## config.mk

```make
export PLATFORM = sky130hd
export DESIGN_NAME = odc_update_ctrl
export DESIGN_NICKNAME = d
export VERILOG_FILES = /design/src/hw/odc_pkg.sv /design/src/hw/odc_update_ctrl.sv
export SDC_FILE = /design/constraint.sdc
export NUM_CORES = 1
export LEC_CHECK = 0
export BUFFER_PORTS_ARGS = -buffer_cell sky130_fd_sc_hd__buf_4
export CAP_MARGIN = 20
export CORE_MARGIN = 2
export CORE_UTILIZATION = 40
export DETAILED_ROUTE_END_ITERATION = 12
export SKIP_CTS_REPAIR_TIMING = 1
export SYNTH_ARGS = -nofsm -noshare
export SYNTH_HDL_FRONTEND = slang
export SYNTH_SLANG_ARGS = --single-unit
```

## constraint.sdc

```tcl
create_clock -name i_clk -period 23.9 [get_ports i_clk]
set_input_delay 1.195 -clock i_clk [delete_from_list [all_inputs] [get_ports i_clk]]
set_output_delay 1.195 -clock i_clk [all_outputs]
set_load 0.05 [all_outputs]
```

## src/hw/odc_pkg.sv

```systemverilog
// Shared constants and carrier types for the octal converter control block
package odc_pkg;
  localparam int unsigned CLK_HZ = 100_000_000;
  localparam int unsigned WAKE_US = 200;
  // Longest recovery time rounds down
  localparam int unsigned WAKE_CYC = (WAKE_US * (CLK_HZ / 1_000_000));
  localparam logic [15:0] DATA_RST_ZERO = 16'h0000;
  localparam logic [15:0] DATA_RST_MID = 16'h8000;
  localparam logic [15:0] OFS_G6_BIN = 16'h999A;
  localparam logic [15:0] OFS_G6_TWC = 16'h199A;
  localparam logic [15:0] OFS_G4_BIN = 16'hAAAB;
  localparam logic [15:0] OFS_G4_TWC = 16'h2AAB;
  localparam logic [15:0] OFS_OFF = 16'h0000;
  localparam logic [15:0] IN_DATA_RST = 16'h0000;
  localparam logic [3:0] MON_SRC_AUX0 = 4'h8;
  localparam logic [3:0] MON_SRC_AUX1 = 4'h9;
  localparam logic [3:0] MON_SRC_OFS_A = 4'hA;
  localparam logic [3:0] MON_SRC_OFS_B = 4'hB;
  localparam logic [3:0] MON_SRC_REF_A = 4'hC;
  localparam logic [3:0] MON_SRC_REF_B = 4'hD;

  typedef enum logic [2:0] {
    ODC_BOOT = 3'b001,
    ODC_RUN = 3'b010,
    ODC_HWRST = 3'b100
  } odc_mode_t;

  typedef struct packed {
    logic valid;
    logic [2:0] chan;
    logic [15:0] data;
  } odc_write_t;

  typedef struct packed {
    logic enable;
    logic [3:0] source;
  } odc_monitor_t;
endpackage

```

## src/hw/odc_update_ctrl.sv

```systemverilog
// Update, clear, reset and power-down control of the octal converter
// Behaviour
// - Clear grounds outputs, buffers high impedance
// - Load pulses ignored during clear
// - Clear release with load high stays cleared
// - Clear release with load low restores latches
// - Clear leaves all data registers untouched
// - Power-on loads strap-chosen values, input zeroed
// - Dual supply resets data and offset codes
// - Single supply: offset off, data per straps
// - Hardware reset applies defaults, blocks interface
// - After reset, values stay, interface resumes
// - Update mode latched at power-on from load
// - Reload only written channels or load request
// - Async ignores load; engine off updates on select
// - Async with engine updates each channel individually
// - Sync load updates written latches, after engine; a load that meets an engine write is dropped
// - Sync without load keeps latches unchanged
// - Monitor register enables and selects source
// - Disabled monitor pin is high impedance
// - Group sleep grounds that group's outputs
// - Interface stays active; wake within 200us
// - Gain change resets offset to new default
`timescale 1ns/1ps
`default_nettype none
module odc_update_ctrl
  import odc_pkg::*;
#(
  parameter int unsigned WAKE_CYCLES = WAKE_CYC
) (
  // Clock and power-on reset
  input wire logic i_clk,
  input wire logic i_rst_n,
  // Pins
  input wire logic i_output_clear_n,
  input wire logic i_hw_reset_n,
  input wire logic i_latch_load_n,
  input wire logic i_reset_level_strap,
  input wire logic i_code_format_strap,
  input wire logic i_single_supply,
  // Register writes decoded from the serial interface
  input wire logic i_select_n,
  input wire odc_write_t i_write,
  input wire logic i_load_request_bit,
  input wire logic i_correction_engine_enable,
  input wire odc_write_t i_engine_write,
  input wire logic [1:0] i_gain6,
  input wire logic [1:0] i_group_sleep_bit,
  input wire odc_monitor_t i_monitor,
  // Outputs
  output logic o_serial_enable,
  output logic o_sdo_hold_z,
  output logic [127:0] o_channel_output,
  output logic [7:0] o_channel_drive,
  output logic [7:0] o_channel_pulldown,
  output logic [15:0] o_input_data,
  output logic [31:0] o_offset_code,
  output logic [1:0] o_offset_enable,
  output logic o_monitor_pin_oe,
  output logic [3:0] o_monitor_source,
  output logic [1:0] o_group_ready
);
  localparam int unsigned CW = $clog2(WAKE_CYCLES + 1);

  // Zero recovery would leave the sleep countdown without a width
  if (WAKE_CYCLES < 1) begin : g_bad_wake
    $error("WAKE_CYCLES must be at least one");
  end

  typedef struct packed {
    odc_mode_t mode;
    logic sync_mode;
    logic [1:0] boot;
    logic [1:0] clr_s;
    logic [1:0] rst_s;
    logic [1:0] ld_s;
    logic ld_prev;
    logic sel_prev;
    logic cleared;
    logic [7:0] dirty;
    logic [127:0] data;
    logic [127:0] latch;
    logic [15:0] in_data;
    logic [31:0] offset;
    logic [1:0] gain_prev;
    logic [1:0][CW-1:0] wake;
    logic mon_oe;
    logic [3:0] mon_src;
  } odc_state_t;

  logic [1:0] rst_pipe_ff;
  logic rst_n_int;
  odc_state_t st_ff;
  odc_state_t nxt_st;

  // Reset release through two flip-flops
  always_ff @(posedge i_clk or negedge i_rst_n) begin
    if (!i_rst_n) begin
      rst_pipe_ff <= 2'b00;
    end else begin
      rst_pipe_ff <= {rst_pipe_ff[0], 1'b1};
    end
  end
  assign rst_n_int = rst_pipe_ff[1];

  function automatic logic [15:0] reset_code(input logic lvl, input logic fmt);
    reset_code = (lvl ^ fmt) ? DATA_RST_MID : DATA_RST_ZERO;
  endfunction

  function automatic logic [15:0] offset_code(input logic single, input logic fmt,
                                              input logic g6);
    if (single) begin
      offset_code = OFS_OFF;
    end else if (g6) begin
      offset_code = fmt ? OFS_G6_TWC : OFS_G6_BIN;
    end else begin
      offset_code = fmt ? OFS_G4_TWC : OFS_G4_BIN;
    end
  endfunction

  logic clr_n_s;
  logic hrst_n_s;
  logic ld_n_s;
  logic ld_fall;
  logic sel_rise;
  logic load_evt;
  assign clr_n_s = st_ff.clr_s[1];
  assign hrst_n_s = st_ff.rst_s[1];
  assign ld_n_s = st_ff.ld_s[1];
  assign ld_fall = st_ff.ld_prev && !ld_n_s;
  assign sel_rise = !st_ff.sel_prev && i_select_n;
  // Load pulses during clear do not count
  assign load_evt = st_ff.sync_mode && clr_n_s && (ld_fall || i_load_request_bit);

  always_comb begin
    logic [15:0] rc;
    rc = reset_code(i_reset_level_strap, i_code_format_strap);
    nxt_st = st_ff;
    nxt_st.clr_s = {st_ff.clr_s[0], i_output_clear_n};
    nxt_st.rst_s = {st_ff.rst_s[0], i_hw_reset_n};
    nxt_st.ld_s = {st_ff.ld_s[0], i_latch_load_n};
    nxt_st.ld_prev = ld_n_s;
    nxt_st.sel_prev = i_select_n;
    case (st_ff.mode)
      ODC_BOOT: begin
        // Load level is read only once its synchroniser holds the pin, not its reset value
        nxt_st.boot = st_ff.boot + 2'h1;
        if (st_ff.boot == 2'h2) begin
          nxt_st.sync_mode = ld_n_s;
          nxt_st.mode = ODC_RUN;
        end
        nxt_st.data = {8{rc}};
        nxt_st.latch = {8{rc}};
        nxt_st.in_data = IN_DATA_RST;
        nxt_st.offset = {offset_code(i_single_supply, i_code_format_strap, i_gain6[1]),
                         offset_code(i_single_supply, i_code_format_strap, i_gain6[0])};
        nxt_st.gain_prev = i_gain6;
        nxt_st.dirty = 8'h00;
        nxt_st.cleared = !clr_n_s;
      end
      ODC_HWRST: begin
        nxt_st.data = {8{rc}};
        nxt_st.latch = {8{rc}};
        nxt_st.in_data = IN_DATA_RST;
        nxt_st.offset = {offset_code(i_single_supply, i_code_format_strap, i_gain6[1]),
                         offset_code(i_single_supply, i_code_format_strap, i_gain6[0])};
        nxt_st.gain_prev = i_gain6;
        nxt_st.dirty = 8'h00;
        if (hrst_n_s) begin
          nxt_st.mode = ODC_RUN;
        end
      end
      ODC_RUN: begin
        if (!hrst_n_s) begin
          nxt_st.mode = ODC_HWRST;
        end else begin
          // Writes land on select rise; clear never touches registers
          if (sel_rise && i_write.valid) begin
            nxt_st.in_data = i_write.data;
            if (!i_correction_engine_enable) begin
              nxt_st.data[i_write.chan*16 +: 16] = i_write.data;
              nxt_st.dirty[i_write.chan] = 1'b1;
              if (!st_ff.sync_mode) begin
                nxt_st.latch[i_write.chan*16 +: 16] = i_write.data;
              end
            end
          end
          if (i_engine_write.valid && i_correction_engine_enable) begin
            nxt_st.data[i_engine_write.chan*16 +: 16] = i_engine_write.data;
            nxt_st.dirty[i_engine_write.chan] = 1'b1;
            if (!st_ff.sync_mode) begin
              nxt_st.latch[i_engine_write.chan*16 +: 16] = i_engine_write.data;
            end
          end
          // Engine write drops the simultaneous load; written channels wait for the next load
          if (load_evt && !(i_correction_engine_enable && i_engine_write.valid)) begin
            for (int c = 0; c < 8; c++) begin
              if (st_ff.dirty[c] || i_load_request_bit) begin
                nxt_st.latch[c*16 +: 16] = st_ff.data[c*16 +: 16];
              end
            end
            nxt_st.dirty = 8'h00;
          end
          for (int g = 0; g < 2; g++) begin
            if (i_gain6[g] != st_ff.gain_prev[g]) begin
              nxt_st.offset[g*16 +: 16] =
                offset_code(i_single_supply, i_code_format_strap, i_gain6[g]);
            end
          end
          nxt_st.gain_prev = i_gain6;
        end
      end
      default: nxt_st.mode = ODC_BOOT;
    endcase
    // Clear holds until load low, so a held high load keeps outputs at ground
    if (!clr_n_s) begin
      nxt_st.cleared = 1'b1;
    end else if (!ld_n_s) begin
      nxt_st.cleared = 1'b0;
    end
    for (int g = 0; g < 2; g++) begin
      if (i_group_sleep_bit[g]) begin
        nxt_st.wake[g] = CW'(WAKE_CYCLES);
      end else if (st_ff.wake[g] != '0) begin
        nxt_st.wake[g] = st_ff.wake[g] - CW'(1);
      end
    end
    nxt_st.mon_oe = i_monitor.enable;
    nxt_st.mon_src = i_monitor.source;
  end

  always_ff @(posedge i_clk or negedge rst_n_int) begin
    if (!rst_n_int) begin
      st_ff <= '0;
      st_ff.mode <= ODC_BOOT;
      st_ff.clr_s <= 2'b11;
      st_ff.rst_s <= 2'b11;
      st_ff.ld_s <= 2'b11;
      st_ff.ld_prev <= 1'b1;
      st_ff.sel_prev <= 1'b1;
      st_ff.cleared <= 1'b1;
    end else begin
      st_ff <= nxt_st;
    end
  end

  logic [7:0] grp_off;
  always_comb begin
    for (int c = 0; c < 8; c++) begin
      grp_off[c] = i_group_sleep_bit[c / 4] || (st_ff.wake[c / 4] != '0);
    end
  end

  // Interface stays alive in power-down, blocked by hardware reset and during power-on boot
  assign o_serial_enable = (st_ff.mode == ODC_RUN);
  assign o_sdo_hold_z = (st_ff.mode != ODC_RUN);
  assign o_channel_output = st_ff.latch;
  assign o_channel_drive = ~grp_off & {8{!st_ff.cleared}};
  assign o_channel_pulldown = grp_off | {8{st_ff.cleared}};
  assign o_input_data = st_ff.in_data;
  assign o_offset_code = st_ff.offset;
  assign o_offset_enable = i_single_supply ? 2'b00 : 2'b11;
  assign o_monitor_pin_oe = st_ff.mon_oe;
  assign o_monitor_source = st_ff.mon_src;
  assign o_group_ready = {st_ff.wake[1] == '0 && !i_group_sleep_bit[1],
                          st_ff.wake[0] == '0 && !i_group_sleep_bit[0]};
endmodule
`default_nettype wire

```

# --- Word level (Yosys, flattened, before mapping) ---
# Cells that the tools add are included.
word_totals:
  register_bits: 366
  inputBits: 60
  output_inout_bits: 203
  wordCells: 146
op_classes:
  addsub: 5
  order_cmp: 4
  n_eq_ne: 15
  n_shift: 4
  muxes: 48
  bitwise: 6
  n_reduce_logical: 43
op_table:
  columns: ["operator", "count"]
  rows:
  - ["2-to-1 mux 280 bit", 3]
  - ["one-hot mux 314 bit (2 select lines)", 1]
  - ["2-to-1 mux 264 bit", 2]
  - ["bitwise mux 128 bit", 4]
  - ["2-to-1 mux 128 bit", 3]
  - ["2-to-1 mux 314 bit", 1]
  - ["2-to-1 mux 16 bit", 17]
  - ["variable shift 16 x 34 -> 128 bit, first input constant", 2]
  - ["variable part select 16 x 34 -> 128 bit", 2]
  - ["negator 7 -> 34 bit", 2]
  - ["2-to-1 mux 15 bit", 4]
  - ["logical NOT 15 bit", 2]
  - ["nonzero test 15 bit", 2]
  - ["subtractor 15 x 1 -> 15 bit, second input constant", 2]
  - ["OR 8 bit", 3]
  - ["AND reduction 3 bit", 4]
  - ["logical AND 1 bit", 11]
  - ["logical OR 1 bit", 11]
  - ["one-hot mux 3 bit (3 select lines)", 1]
  - ["AND 8 bit", 1]
  - ["less-than comparator 3 x 4 -> 1 bit, second input constant", 2]
  - ["2-to-1 mux 8 bit", 1]
  - ["!= test 2 x 1 -> 1 bit, second input constant", 4]
  - ["inverter 8 bit", 1]
  - ["other kinds (19)", 39]

# --- Longest topological paths before layout ---
depth:
  ltp_word: 16
  mapped_depth: 14
  depth_no_buf: 8

# --- Worst setup path after synthesis ---
# No wires, ideal clock.
synth_timing:
  path_type: "in2reg"
  from: "input port i_engine_write[16] in the netlist's numbering"
  to: "register st_ff (netlist bit o_channel_output[24])"
  setup_ps: 126
  arrival_ps: 4039
  path_slack_ps: 19735
  cell_stages: 14
  n_path_buf: 6
  path_cell_list: "buf_2 -> buf_1 -> clkbuf_1 -> inv_1 -> ha_1 -> ha_1 -> clkbuf_1 -> nand4b_1 -> or3_1 -> clkbuf_1 -> clkbuf_1 -> nor2_1 -> a211oi_1 -> a221o_1"
synth_between:
  elab_chain_cells: 9
  word_cells_on_any_way: 10
synth_rtl:
  columns: ["item", "line", "rtl"]
  rows:
  - ["start: declaration", "odc_update_ctrl.sv:46", "input wire odc_write_t i_engine_write,"]
  - ["negator 7 -> 34 bit (*)", "odc_update_ctrl.sv:192", "nxt_st.latch[i_engine_write.chan*16 +: 16] = i_engine_write.data;"]
  - ["variable part select 16 x 34 -> 128 bit or variable shift 16 x 34 -> 128 bit (tied branches)", "odc_update_ctrl.sv:192", null]
  - ["bitwise mux 128 bit (*)", "odc_update_ctrl.sv:192", null]
  - ["2-to-1 mux 128 bit (*)", "odc_update_ctrl.sv:191", "if (!st_ff.sync_mode) begin"]
  - ["2-to-1 mux 264 bit (*)", "odc_update_ctrl.sv:188", "if (i_engine_write.valid && i_correction_engine_enable) begin"]
  - ["2-to-1 mux 16 bit", "odc_update_ctrl.sv:198", "if (st_ff.dirty[c] || i_load_request_bit) begin"]
  - ["2-to-1 mux 128 bit (*)", "odc_update_ctrl.sv:196", "if (load_evt && !(i_correction_engine_enable && i_engine_write.valid)) begin"]
  - ["2-to-1 mux 314 bit (*)", "odc_update_ctrl.sv:174", "if (!hrst_n_s) begin"]
  - ["one-hot mux 314 bit (2 select lines) (*)", "odc_update_ctrl.sv:144", "case (st_ff.mode)"]
  - ["end signal: assignment", "odc_update_ctrl.sv:243", "st_ff <= nxt_st;"]
  - ["end: declaration", "odc_update_ctrl.sv:93", "odc_state_t st_ff;"]
# Every way passes the cells marked *; elsewhere a longest branch is shown, timed or not. The select of a mux whose other input is x is not followed.
# A chain may end at the register's enable or synchronous reset.

# --- Worst setup path in the final report ---
layout_timing:
  from: "input port i_write[16] in the netlist's numbering"
  to: "register st_ff (netlist bit o_channel_output[13])"
layout_between:
  elab_chain_cells: 15
  word_cells_on_any_way: 16
layout_rtl:
  columns: ["item", "line", "rtl"]
  rows:
  - ["start: declaration", "odc_update_ctrl.sv:43", "input wire odc_write_t i_write,"]
  - ["negator 7 -> 34 bit (*)", "odc_update_ctrl.sv:184", "nxt_st.latch[i_write.chan*16 +: 16] = i_write.data;"]
  - ["variable part select 16 x 34 -> 128 bit or variable shift 16 x 34 -> 128 bit (tied branches)", "odc_update_ctrl.sv:184", null]
  - ["bitwise mux 128 bit (*)", "odc_update_ctrl.sv:184", null]
  - ["2-to-1 mux 128 bit (*)", "odc_update_ctrl.sv:183", "if (!st_ff.sync_mode) begin"]
  - ["2-to-1 mux 264 bit (*)", "odc_update_ctrl.sv:180", "if (!i_correction_engine_enable) begin"]
  - ["2-to-1 mux 280 bit (*)", "odc_update_ctrl.sv:178", "if (sel_rise && i_write.valid) begin"]
  - ["2-to-1 mux 280 bit (*)", "odc_update_ctrl.sv:174", null]
  - ["2-to-1 mux 280 bit (*)", "odc_update_ctrl.sv:144", null]
  - ["bitwise mux 128 bit", "odc_update_ctrl.sv:192", null]
  - ["2-to-1 mux 128 bit", "odc_update_ctrl.sv:191", null]
  - ["2-to-1 mux 264 bit (*)", "odc_update_ctrl.sv:188", null]
  - ["2-to-1 mux 16 bit", "odc_update_ctrl.sv:198", null]
  - ["2-to-1 mux 128 bit (*)", "odc_update_ctrl.sv:196", null]
  - ["2-to-1 mux 314 bit (*)", "odc_update_ctrl.sv:174", null]
  - ["one-hot mux 314 bit (2 select lines) (*)", "odc_update_ctrl.sv:144", null]
# Marked as above.

==> metrics.txt <==
outcome completed; Max Slew Vio Count 0; CP Launch Type input port; Gate power share between 20% and 30%; Pint between 1 and 1.5 mW; hold path start rst_pipe_ff[0]; multi-input logic area ~11000 sq um; syn_area_per_cell slightly below 9 sq um; Worst-Margin Slew between 1 and 1.5 ns; global-route wire length before repair about 120000 um; Initial Util 40.6%; Layout area overhead 10.4%; Post-Route WL about 80000 um; Post-synth ARST share between 90% and 100%; count of final setup violators 0; Reg area between 8000 and 9000 sq um; IO buf count around 250; Place WS roughly 19 ns; Max Cap Viol 0; FF-to-FF Start st_ff[362]; chip width 236 um; setup TNS 0 ns; Seq pwr share ~36%; worst min path class register to register; Max Buffers Root-to-Sink 3; die area 55600 sq um; CTS sink count around 340; Post-synth EDFFs 0; Final Core Density 44.9%; DR iter-0 viols roughly 2300; Vias ~20000; Slew Limit Headroom between 20% and 30%; CP Capture Type register; Worst Reg-to-Reg Cells 6; GPL Wtd Cong 0.905; Hold Path Sink rst_pipe_ff[1]; Die H between 200 and 250 um; layout cells sized above 1 a little under a fifth; most common cell after layout, fill and taps aside dfrtp_1; Required @ worst endpoint around 24 ns; WL/cell around 26 um; yosys warns 0; top_reg_cell synth dfrtp_1; Inserted Clock Buffers 42; Clock Latency Late Sink between 0.5 and 0.6 ns; Syn Inst Count between 2000 and 2500; number of global-route vias before repair 18800; Synth cell types just under 90; Switch Pwr approximately 700 uW; DRC 0; commonest cells after routing, fill and taps aside dfrtp_1 (331), buf_4 (285), o21ai_0 (187); worst path arrival time between 5 and 6 ns; final worst slack just under 20 ns; CTS tree done; FF-to-FF End o_channel_output[104]; post-layout min period about 4.5 ns; Nets 2405; leak pwr roughly 10 nW; post-route ant nets 0; GRT Util Overall around 28%; Detailed Place HPWL approximately 50000 um; DR pass1 iterations 6; CTS root buf clkbuf_16; clock slew at reported path FFs around 0.06 ns; Seq cells post-synth roughly 340; Sw Ratio a little under two fifths; GR Overflow Total 0; Final period util a little under a fifth; sequential share of the synthesized area about two fifths; final hold violation count 0; Core Area between 50000 and 60000 sq um; pin count of the biggest net entering global routing approximately 170; r2r setup slk 20.26 ns; Hold Path Depth 0; vias per cell approximately 6.5; PD cells just under 80 nW/um^2; kind of critical path input port to register; fmax approximately 0.22 GHz; initial antenna violation count 13; Post-Syn Area between 20000 and 25000 sq um; filler instances between 5000 and 6000; row count between 80 and 90; IO Pins between 200 and 300; Worst VDD drop between 50 and 60 uV; RSZ-0062 raised after global routing no; Clk pwr share between 30% and 40%; critical path fanouts, max 18; H-tree levels 2; skew final 0.0187 ns
stage by stage:
stage / total power, mW / area, sq um / hold WS (ns) / std cells
floorplan: 1.05 / 21500 / 0.331 / 2411
global placement: 1.18 / 22300 / 0.335 / 2972
detailed placement: 1.19 / 22300 / 0.338 / 2973
CTS: 1.84 / 23600 / 0.354 / 3050
global route: 1.91 / 23700 / 0.358 / 3056
finish: 1.84 / 23700 / 0.353 / 3059
final cells by class:
| cell class | count | area share (%) |
|---|---|---|
| multi-input cells | 1621 | 44.3 |
| flip-flops and latches | 342 | 36.1 |
| well taps | 688 | 3.63 |
| diodes | 4 | 0.0422 |
| clock buffers | 69 | 5.51 |
| inverters | 34 | 0.538 |
| repair buffers | 293 | 9.53 |
| clock inverters | 8 | 0.274 |
metal layers:
metal  vias to the layer above  GRT usage (%)  wire (um)
met5                         -              0         67
met3                       243           5.63       6740
li1                       8633              -          -
met4                        10           13.2       4040
met1                      9828           37.8      33000
met2                      1020           42.5      36000
worst max path at each step:
stage,start,end,cells after the start
final,i_write[16],o_channel_output[13],9
after global routing,i_write[16],o_channel_output[13],9
after CTS,st_ff[8],o_channel_drive[3],6
after detailed placement,i_write[16],o_channel_output[13],9
after global placement,i_write[16],o_channel_output[2],9
after floorplan,rst_pipe_ff[1],o_channel_output[0],0
critical path, stage by stage:
cell and delay [ns]:
buf_4 0.16, inv_1 0.10, ha_1 0.23, ha_1 0.48, nor2_1 0.79, nand4_1 0.85, nand2b_1 0.79, a41oi_1 0.23
o21ai_1 0.18
cells by family (layout without fill, tap and decap cells):
kind of cell             after synthesis  in the layout  share of synthesized area, %
multiplexers                          57             57                          2.71
other                                  2             13                        0.0349
flip-flops                           342            342                          39.9
adder cells (fa/ha/maj)               11             11                         0.640
AO/OA/AOI/OAI                        872            872                          28.4
buffers and inverters                448            404                          11.7
XOR/XNOR                              27             27                          1.10
AND/OR/NAND/NOR                      645            645                          15.5
power groups by stage:
stage | sequential [mW] | clock [mW] | combinational, mW
finish | 0.653 | 0.649 | 0.533
global route | 0.657 | 0.683 | 0.565
CTS | 0.652 | 0.658 | 0.528
detailed placement | 0.662 | 0 | 0.526
global placement | 0.660 | 0 | 0.518
floorplan | 0.654 | 0 | 0.398
state kept, by name (all words and copies together) (netlist names), 2 cells and up:
signal and flops:
o_channel_output 128, st_ff 177, o_input_data 16, o_monitor_source 4, rst_pipe_ff 2, nxt_st 3
o_offset_code 8
synthesized netlist by cell type (39+ instances only):
cell / number / share of area [%]
dfrtp_1: 332 / 39
buf_4: 199 / 7.0
nor2_1: 187 / 3.3
o21ai_0: 187 / 4.4
nand2_1: 166 / 2.9
clkbuf_1: 155 / 2.7
a21oi_1: 136 / 3.2
o2bb2ai_1: 68 / 2.8
a211oi_1: 67 / 2.3
a22oi_1: 54 / 1.9
a221o_1: 52 / 2.4
and2_1: 52 / 1.5
mux2i_1: 48 / 2.2
buf_2: 44 / 1.0
a22o_1: 39 / 1.6
Power figures use the tool's default switching activity.
